[src/verilog/sbsd_pkg.sv]
// Purpose: shared constants and types for the subtract-borrow / decrement-skip datapath
// Assumes: 8-bit data, Wishbone classic register port
// Notes:   register indices are byte addresses (multiples of four)
package sbsd_pkg;
  localparam int unsigned DATA_W   = 8;
  localparam int unsigned ADDR_W   = 8;
  localparam int unsigned WB_AW    = 4;
  // wishbone register byte offsets
  localparam logic [WB_AW-1:0] REG_CTRL   = 4'h0;
  localparam logic [WB_AW-1:0] REG_ACC    = 4'h4;
  localparam logic [WB_AW-1:0] REG_FLAGS  = 4'h8;
  localparam logic [WB_AW-1:0] REG_STATUS = 4'hc;
  // flag bit positions in REG_FLAGS
  localparam int unsigned FLG_C  = 0;
  localparam int unsigned FLG_AC = 1;
  localparam int unsigned FLG_Z  = 2;
  localparam int unsigned FLG_OV = 3;
  // control fields
  localparam int unsigned CTRL_GO     = 15;
  localparam int unsigned CTRL_OP_LSB = 8;
  localparam int unsigned CTRL_ADDR_LSB = 0;
  localparam logic [7:0] ACC_RST   = 8'h00;
  localparam logic [3:0] FLAGS_RST = 4'h0;
  localparam logic [7:0] ONE8      = 8'h01;

  typedef enum logic [1:0] {
    SBSD_OP_SUB_ACC  = 2'h0,
    SBSD_OP_SUB_MEM  = 2'h1,
    SBSD_OP_DEC_SKIP = 2'h2,
    SBSD_OP_NONE     = 2'h3
  } sbsd_op_t;

  typedef struct packed {
    logic overflow_flag;
    logic zero_flag;
    logic half_carry_flag;
    logic carry_flag;
  } sbsd_flags_t;

  typedef struct packed {
    logic [7:0]  result;
    sbsd_flags_t flags;
  } sbsd_alu_out_t;
endpackage

[src/verilog/sbsd_core.sv]
// Purpose: execute unit for subtract-with-borrow (to accumulator or memory) and decrement-skip-zero
// Assumes: one-cycle data memory read port, data valid the cycle after mem_rd_o
// Notes:   instructions arrive on a valid/ready strobe or through the wishbone control register
//
// Behaviour
// - sub_borrow_to_acc puts accumulator minus memory minus inverted carry into the accumulator and sets the four flags.
// - After either subtract the carry flag is cleared when the result went negative.
// - After either subtract the carry flag is set when the result is positive or zero.
// - sub_borrow_to_mem computes the same difference and writes it to the addressed memory byte, setting the four flags.
// - dec_skip_zero lowers the memory byte by one and skips the next instruction when the result is zero.
// - A skip adds a dummy cycle, so the instruction takes two instruction cycles.
// - A nonzero decrement result lets the next sequential instruction run as normal.
`timescale 1ns/1ps
`default_nettype none
module sbsd_core
  import sbsd_pkg::*;
(
  input  wire logic             clk_i,
  input  wire logic             rst_i,
  // instruction strobe
  input  wire logic             op_valid_i,
  input  wire logic [1:0]       op_i,
  input  wire logic [7:0]       op_addr_i,
  output logic                  op_ready_o,
  output logic                  done_o,
  output logic                  skip_o,
  // data memory port
  output logic                  mem_rd_o,
  output logic                  mem_wr_o,
  output logic [7:0]            mem_addr_o,
  output logic [7:0]            mem_wdata_o,
  input  wire logic [7:0]       mem_rdata_i,
  // architectural state
  output logic [7:0]            accumulator_o,
  output sbsd_flags_t           flags_o,
  // wishbone classic slave
  input  wire logic             wb_cyc_i,
  input  wire logic             wb_stb_i,
  input  wire logic             wb_we_i,
  input  wire logic [WB_AW-1:0] wb_adr_i,
  input  wire logic [31:0]      wb_dat_i,
  input  wire logic [3:0]       wb_sel_i,
  output logic [31:0]           wb_dat_o,
  output logic                  wb_ack_o,
  output logic                  wb_err_o
);
  typedef enum logic [1:0] {
    S_IDLE = 2'b00,
    S_READ = 2'b01,
    S_EXEC = 2'b11,
    S_SKIP = 2'b10
  } sbsd_state_t;

  sbsd_state_t   state_reg, state_next;
  logic [7:0]    acc_reg;
  sbsd_flags_t   flags_reg;
  logic [1:0]    op_reg;
  logic [7:0]    addr_reg;
  logic [7:0]    wdata_reg;
  logic          wr_reg;
  logic          done_reg;
  logic          skip_reg;
  logic          ack_reg;
  logic [31:0]   rdat_reg;
  logic          sw_go_reg;
  logic [1:0]    sw_op_reg;
  logic [7:0]    sw_addr_reg;
  logic          last_skip_reg;

  sbsd_alu_out_t sub_res;
  logic [7:0]    dec_res;

  sbsd_alu u_alu (
    .a_i     (acc_reg),
    .b_i     (mem_rdata_i),
    .carry_i (flags_reg.carry_flag),
    .sub_o   (sub_res),
    .dec_o   (dec_res)
  );

  // wishbone decode
  wire logic wb_req     = wb_cyc_i & wb_stb_i & ~ack_reg & ~wb_err_o;
  wire logic adr_ctrl   = (wb_adr_i == REG_CTRL);
  wire logic adr_acc    = (wb_adr_i == REG_ACC);
  wire logic adr_flags  = (wb_adr_i == REG_FLAGS);
  wire logic adr_stat   = (wb_adr_i == REG_STATUS);
  wire logic adr_ok     = adr_ctrl | adr_acc | adr_flags | adr_stat;
  // writes land at the edge where the master samples ack
  wire logic wb_wr      = wb_cyc_i & wb_stb_i & wb_we_i & ack_reg & adr_ok;
  wire logic idle       = (state_reg == S_IDLE);
  wire logic ctrl_wr    = wb_wr & adr_ctrl & wb_sel_i[1] & wb_dat_i[CTRL_GO];
  wire logic acc_wr     = wb_wr & adr_acc & wb_sel_i[0] & idle;
  wire logic flags_wr   = wb_wr & adr_flags & wb_sel_i[0] & idle;
  logic      wb_err_reg;
  assign wb_err_o = wb_err_reg;

  // instruction source: hardware strobe wins over software go
  wire logic       hw_take = op_valid_i & idle;
  wire logic       sw_take = sw_go_reg & idle & ~op_valid_i;
  wire logic       take    = hw_take | sw_take;
  wire logic [1:0] take_op = hw_take ? op_i : sw_op_reg;
  wire logic [7:0] take_ad = hw_take ? op_addr_i : sw_addr_reg;
  wire logic       dec_zero = (dec_res == 8'h00);

  wire logic [31:0] rd_mux =
    adr_ctrl  ? {16'h0000, sw_go_reg, 5'h00, sw_op_reg, sw_addr_reg} :
    adr_acc   ? {24'h000000, acc_reg} :
    adr_flags ? {28'h0000000, flags_reg} :
                {29'h0000000, last_skip_reg, ~idle, done_reg};

  always_comb
  begin
    state_next = state_reg;
    unique case (state_reg)
      S_IDLE: if (take) state_next = S_READ;
      S_READ: state_next = S_EXEC;
      S_EXEC: state_next = (op_reg == SBSD_OP_DEC_SKIP && dec_zero) ? S_SKIP : S_IDLE;
      S_SKIP: state_next = S_IDLE;
    endcase
  end

  always_ff @(posedge clk_i)
  begin
    if (rst_i)
    begin
      state_reg     <= S_IDLE;
      op_reg        <= SBSD_OP_NONE;
      addr_reg      <= 8'h00;
      wr_reg        <= 1'b0;
      wdata_reg     <= 8'h00;
      done_reg      <= 1'b0;
      skip_reg      <= 1'b0;
      last_skip_reg <= 1'b0;
    end
    else
    begin
      state_reg <= state_next;
      wr_reg    <= 1'b0;
      done_reg  <= 1'b0;
      skip_reg  <= 1'b0;
      if (take)
      begin
        op_reg   <= take_op;
        addr_reg <= take_ad;
      end
      if (state_reg == S_EXEC)
      begin
        unique case (op_reg)
          SBSD_OP_SUB_MEM:
          begin
            wr_reg    <= 1'b1;
            wdata_reg <= sub_res.result;
          end
          SBSD_OP_DEC_SKIP:
          begin
            wr_reg    <= 1'b1;
            wdata_reg <= dec_res;
          end
          default: wr_reg <= 1'b0;
        endcase
        skip_reg      <= (op_reg == SBSD_OP_DEC_SKIP) & dec_zero;
        last_skip_reg <= (op_reg == SBSD_OP_DEC_SKIP) & dec_zero;
        done_reg      <= ~((op_reg == SBSD_OP_DEC_SKIP) & dec_zero);
      end
      if (state_reg == S_SKIP)
        done_reg <= 1'b1;
    end
  end

  always_ff @(posedge clk_i)
  begin
    if (rst_i)
    begin
      acc_reg   <= ACC_RST;
      flags_reg <= FLAGS_RST;
    end
    else if (state_reg == S_EXEC && op_reg != SBSD_OP_DEC_SKIP && op_reg != SBSD_OP_NONE)
    begin
      flags_reg <= sub_res.flags;
      if (op_reg == SBSD_OP_SUB_ACC)
        acc_reg <= sub_res.result;
    end
    else
    begin
      if (acc_wr)
        acc_reg <= wb_dat_i[7:0];
      if (flags_wr)
        flags_reg <= wb_dat_i[3:0];
    end
  end

  always_ff @(posedge clk_i)
  begin
    if (rst_i)
    begin
      ack_reg     <= 1'b0;
      wb_err_reg  <= 1'b0;
      rdat_reg    <= 32'h00000000;
      sw_go_reg   <= 1'b0;
      sw_op_reg   <= SBSD_OP_NONE;
      sw_addr_reg <= 8'h00;
    end
    else
    begin
      ack_reg    <= wb_req & adr_ok;
      wb_err_reg <= wb_req & ~adr_ok;
      if (wb_req)
        rdat_reg <= rd_mux;
      if (sw_take)
        sw_go_reg <= 1'b0;
      if (wb_wr & adr_ctrl)
      begin
        if (wb_sel_i[0])
          sw_addr_reg <= wb_dat_i[CTRL_ADDR_LSB +: 8];
        if (wb_sel_i[1])
          sw_op_reg <= wb_dat_i[CTRL_OP_LSB +: 2];
        if (ctrl_wr)
          sw_go_reg <= 1'b1;
      end
    end
  end

  assign op_ready_o    = idle;
  assign done_o        = done_reg;
  assign skip_o        = skip_reg;
  assign mem_rd_o      = (state_reg == S_READ);
  assign mem_wr_o      = wr_reg;
  assign mem_addr_o    = addr_reg;
  assign mem_wdata_o   = wdata_reg;
  assign accumulator_o = acc_reg;
  assign flags_o       = flags_reg;
  assign wb_ack_o      = ack_reg;
  assign wb_dat_o      = rdat_reg;
endmodule
`default_nettype wire

[src/verilog/sbsd_alu.sv]
// Purpose: combinational subtract-with-borrow and decrement
// Assumes: carry flag set means no borrow pending
// Notes:   pure logic, no state
`timescale 1ns/1ps
`default_nettype none
module sbsd_alu
  import sbsd_pkg::*;
(
  input  wire logic [7:0]    a_i,
  input  wire logic [7:0]    b_i,
  input  wire logic          carry_i,
  output sbsd_alu_out_t      sub_o,
  output logic [7:0]         dec_o
);
  wire logic       borrow_in = ~carry_i;
  wire logic [8:0] full      = {1'b0, a_i} - {1'b0, b_i} - {8'h00, borrow_in};
  wire logic [4:0] low       = {1'b0, a_i[3:0]} - {1'b0, b_i[3:0]} - {4'h0, borrow_in};

  assign sub_o.result                = full[7:0];
  // carry set when no borrow
  assign sub_o.flags.carry_flag      = ~full[8];
  assign sub_o.flags.half_carry_flag = ~low[4];
  assign sub_o.flags.zero_flag       = (full[7:0] == 8'h00);
  assign sub_o.flags.overflow_flag   = (a_i[7] ^ b_i[7]) & (a_i[7] ^ full[7]);
  assign dec_o                       = b_i - ONE8;
endmodule
`default_nettype wire

[config.mk]
export PLATFORM = sky130hd
export DESIGN_NAME = sbsd_core
export DESIGN_NICKNAME = d
export VERILOG_FILES = /design/src/verilog/sbsd_pkg.sv /design/src/verilog/sbsd_core.sv /design/src/verilog/sbsd_alu.sv
export SDC_FILE = /design/constraint.sdc
export NUM_CORES = 1
export LEC_CHECK = 0
export ABC_CLOCK_PERIOD_IN_PS = 3700
export BUFFER_PORTS_ARGS = -buffer_cell sky130_fd_sc_hd__buf_4
export CORE_ASPECT_RATIO = 2
export CORE_MARGIN = 1
export CORE_UTILIZATION = 50
export DETAILED_ROUTE_END_ITERATION = 7
export HOLD_SLACK_MARGIN = 0.05
export PLACE_DENSITY = 0.78
export SYNTH_ARGS = -nofsm -noshare
export SYNTH_HDL_FRONTEND = slang
export SYNTH_HIERARCHICAL = 1
export SYNTH_SLANG_ARGS = --single-unit
[constraint.sdc]
create_clock -name clk_i -period 3.7 [get_ports clk_i]
set_clock_uncertainty 0.1 [all_clocks]
set_input_delay 0.185 -clock clk_i [delete_from_list [all_inputs] [get_ports clk_i]]
set_output_delay 0.185 -clock clk_i [all_outputs]
set_load 0.01 [all_outputs]
Word level (Yosys, flattened, before mapping) --
Cells that the tools add are included.
Operators by class: add/sub/neg operators 5, equal/unequal tests 12, mux-type cells 20, bitwise gates (word level) 38, reduce and logical (&&, ||, !) cells 17
Operators with widths (count):
- $mux 8 | 5
- $and 1x1->1 | 22
- $logic_not 8->1 | 2
- $mux 16 | 1
- $pmux 8 s2 | 1
- $mux 4 | 3
- $not 1->1 | 10
- $sub 8x8->9 | 1
- $sub 9x1->9 | 1
- $eq 4x4->1 const B | 2
- $pmux 2 s4 | 1
- $reduce_and 2->1 | 4
- $sub 8x1->8 const B | 1
- $eq 2x2->1 const B | 3
- $mux 1 | 6
- $mux 2 | 3
- $reduce_bool 2->1 | 3
- $sub 4x4->5 | 1
- $sub 5x1->5 | 1
- $eq 2x1->1 const B | 2
- $eq 4x3->1 const B | 1
- $logic_not 2->1 | 2
- $logic_not 4->1 | 1
- $ne 2x1->1 const B | 2
- other kinds (5) | 13
Word-level totals: bits in registers 81, output and inout bits 67, word-level logic and storage cells 111

Longest topological paths before layout --
depth in word-level cells 10, mapped depth 12, gate-level depth less buffers 12

By module --
The synthesis kept the hierarchy.
Modules (own cells, without submodules):
- sbsd_core | instances 1, cells each 341, area each 2980.4 sq um, seq. area each 1201.2 sq um
- sbsd_alu | instances 1, cells each 90, area each 661.9 sq um, seq. area each 0.0 sq um

Worst setup path after synthesis --
Ideal clock, no wire load.
path type register to register, start register acc_reg[0] (netlist: accumulator_o[0]), end register flags_reg (netlist bit flags_o[2]), arrival 2.649 ns, required time 3.540 ns, path slack 0.891 ns, stages on the path, launching flop included 13, buffers on the path 0, path through dfxtp_1 inv_1 fa_1 inv_1 ha_1 o21ai_0 o2bb2ai_2 xnor2_1 or4_1 nor3_2 mux2i_1 o21ai_0 o311a_1
RTL lines:
- start: declaration | RTL line sbsd_core.sv:55 | logic [7:0] acc_reg;
- start signal: assignment | RTL line sbsd_core.sv:181 | acc_reg <= sub_res.result;
- start signal: assignment | RTL line sbsd_core.sv:186 | acc_reg <= wb_dat_i[7:0];
- end signal: assignment | RTL line sbsd_core.sv:179 | flags_reg <= sub_res.flags;
- end signal: assignment | RTL line sbsd_core.sv:188 | flags_reg <= wb_dat_i[3:0];
- end: declaration | RTL line sbsd_core.sv:56 | sbsd_flags_t flags_reg;

==> impl_metrics.csv <==
group,metric,value,unit
final_layout,mostFrequentLayoutCells,"86 x buf_4, 60 x dfxtp_1, 47 x nor2_1",
floorplanning,io_pins,131,
yosys,synthCells,431,
sta,drv_slew,0,
power,ir_worst_vdd,0.3301,mV
min_path,hold-path-cell-count,3,
cts,h-tree-depth,3,
sta,rsz0062_at_grt,"no",
placed_design,place_area,4219,µm²
final_layout,final_common_cell,"buf_4",
yosys,ys_warn_count,6,
yosys,synth_area_leaders,"dfxtp_1 33%, mux2i_1 7.1%, ha_1 6.2%, a211oi_1 5.2%, nor2_1 4.8%",
sta,hold_viol_final,0,
final_layout,largest_reg_flops,11,
worst_setup_path,end_kind,"flop",
floorplanning,die_x,62.35,µm
yosys,syn_area,3642,µm²
worst_setup_path,path_cells,"inv_1, fa_1, inv_1, fa_1, nand2b_1, a2111oi_0, nor2_1, xnor2_1, nor3_2, mux2i_1, o21ai_0, o311a_1",
sta,period_minus_slack,3.157,ns
worst_setup_path,worstPathMaxFanout,4,
final_layout,fill_cells,600,
route,drtIter0Drc,161,
worst_setup_path,slowest_stage,"a2111oi_0",
final_layout,num-nets-final,602,
worst_setup_path,cp-start-kind,"flop",
worst_setup_path,cp_data_arrival_time,3.27,ns
global_routing,grt_max_degree,50,
yosys,synth_top_area_share,32.98,%
route,drc_errors,0,
route,wirelength,9.981,mm
sta,finalCritPeriodShare,85.32,%
route,post_drt_via_cell_ratio,5.548,
sta,setup_viol,0,
power,intPower,0.001341,W
floorplanning,rows,43,
yosys,yosysSeqAreaShare,32.98,%
sta,fin_setup_tns,0,ns
power,p_clk_share,46.7,%
power,switching_share,25.69,%
cts,clk_latency,0.33,ns
cts,clock-sinks,60,
floorplanning,chipHeight,122.7,µm
yosys,synthFlopType,"dfxtp_1",
route,num_vias,3401,
global_routing,antenna_found_initial,0,
worst_setup_path,crit_family,"compound AO/OA/AOI/OAI gates",
sta,worst_slack,0.5430,ns
yosys,async_reset_ff_share,0,%
power,powerDensity,387.8,nW/µm²
final_layout,design_area,4653,µm²
worst_setup_path,cp_num_cells,12,
yosys,postSynthAreaPerCell,8.451,µm²
yosys,synth_edf_count,0,
route,dr.pass1.iters,4,
global_routing,grt_overflow,0,
floorplanning,core_region_area,6994,µm²
sta,relSlewSlack,45.86,%
outcome,status,"finished clean",
power,p_leak,2.004,nW
sta,tightest_slew,0.8059,ns
power,seqPwrFrac,37.4,%
worst_setup_path,worstPathRequired,3.82,ns
floorplanning,initial_core_util,52.08,%
power,combPwrFrac,16.0,%
cts,cts_made_buffers,9,
cts,cts_tree,"done",
final_layout,num_antenna_cells,0,
worst_setup_path,worst_r2r_path_depth,12,
final_layout,drive_gt1_share,22.18,%
cts,clockBufferDepth,2,
yosys,ys_types,55,
cts,root_buffer,"clkbuf_16",
yosys,yosysTopAreaCell,"dfxtp_1",
floorplanning,die_area,7650,µm²
route,detail-route-antenna-nets,0,
placed_design,portBuffers,86,
placed_design,place.gp.congestion,0.8645,
power,p_switching,0.0004636,W
worst_setup_path,path_buf_inv,2,
cts,clkSlewWorstSetupHoldPaths,0.05,ns
global_routing,grt_pass1_wl,15.81,mm
global_routing,first_global_vias,3249,
final_layout,area_growth,27.76,%
worst_setup_path,crit_type,"flop to flop",
placed_design,dpl.hpwl,7.517,mm
route,avgRoutedWirePerCell,16.28,µm
min_path,hp-class,"input pin to flop",
cts,post_cts_resized,0,
global_routing,grt_usage,27.30,%
sta,fmax,0.3168,GHz
job,maxCapViolCount,0,
worst_setup_path,slowest_delay,0.64,ns
yosys,synth-seq-cells,60,
placed_design,pre_cts_ws,0.5992,ns
[worst paths after layout]
kind	endpoint	start	slack [ns]
hold / removal	op_reg[0]	op_i[0]	0.10
hold reg to reg	wb_dat_o[3]	wb_dat_o[3]	0.35
setup reg to reg	flags_o[2]	accumulator_o[0]	0.54
setup / recovery	flags_o[2]	accumulator_o[0]	0.54
[cell type report]
type	count	area [µm²]	area share (%)
multi-input combinational	310	2117	45.50
sequential	60	1201	25.81
clock inverter	4	47.55	1.022
inverter	38	142.6	3.065
clock buffer	12	256.5	5.512
tap	90	112.6	2.420
timing repair buffer	99	775.7	16.67
[worst min-delay path, cell delays in order]
cell	delay, ns
buf_4	0.08
a21oi_1	0.06
o221ai_1	0.16
[repair_timing]
item	CTS	global route
hold endpoints to repair	12	0
setup buffers	0	0
hold buffers	13	0
[cell families after synthesis]
kind of cell             after synthesis  share of synthesized area [%]
buffers and inverters                 81                          10.96
XOR/XNOR                              13                          3.126
multiplexers                          30                          8.382
adder cells (fa/ha/maj)               20                          7.283
other                                  1                         0.1030
flip-flops                            60                          32.98
AND/OR/NAND/NOR                      136                          19.96
AO/OA/AOI/OAI                         90                          17.21
[stage by stage]
stage / power, W / std cells / hold slack (ns) / utilization [%]
2_1_floorplan: 0.0008721 / 451 / 0.1735 / -
3_3_place_gp: 0.0009573 / 584 / 0.3095 / 60.32
3_5_place_dp: 0.0009627 / 584 / 0.3167 / 60.32
4_1_cts: 0.001814 / 613 / 0.08850 / 66.53
5_1_grt: 0.001872 / 613 / 0.1061 / 66.53
6_report: 0.001805 / 613 / 0.1050 / 66.53
[metal layers]
| metal | routed length, µm | global-route usage [%] |
|---|---|---|
| met1 | 3538 | 27.04 |
| met2 | 5368 | 48.90 |
| met3 | 417 | 5.576 |
| met4 | 656 | 21.95 |
| met5 | 0 | 0 |
[synthesized netlist by cell type (8+ instances only)]
cell type / number
nand3_1: 9
buf_4: 22
dfxtp_1: 60
a21oi_1: 16
nor2b_1: 12
clkbuf_1: 15
ha_1: 18
inv_1: 37
nand2_1: 27
mux2i_1: 26
nor2_1: 47
a221oi_1: 8
o21ai_0: 17
a211oi_1: 25
[power groups by stage]
stage	logic (W)	registers (W)	clock network (W)
6_report	0.000288	0.000675	0.000842
5_1_grt	0.000315	0.000676	0.000881
4_1_cts	0.000287	0.000675	0.000852
3_5_place_dp	0.000275	0.000688	0
3_3_place_gp	0.000270	0.000687	0
2_1_floorplan	0.000182	0.000690	0
Power figures use the tool's default switching activity.
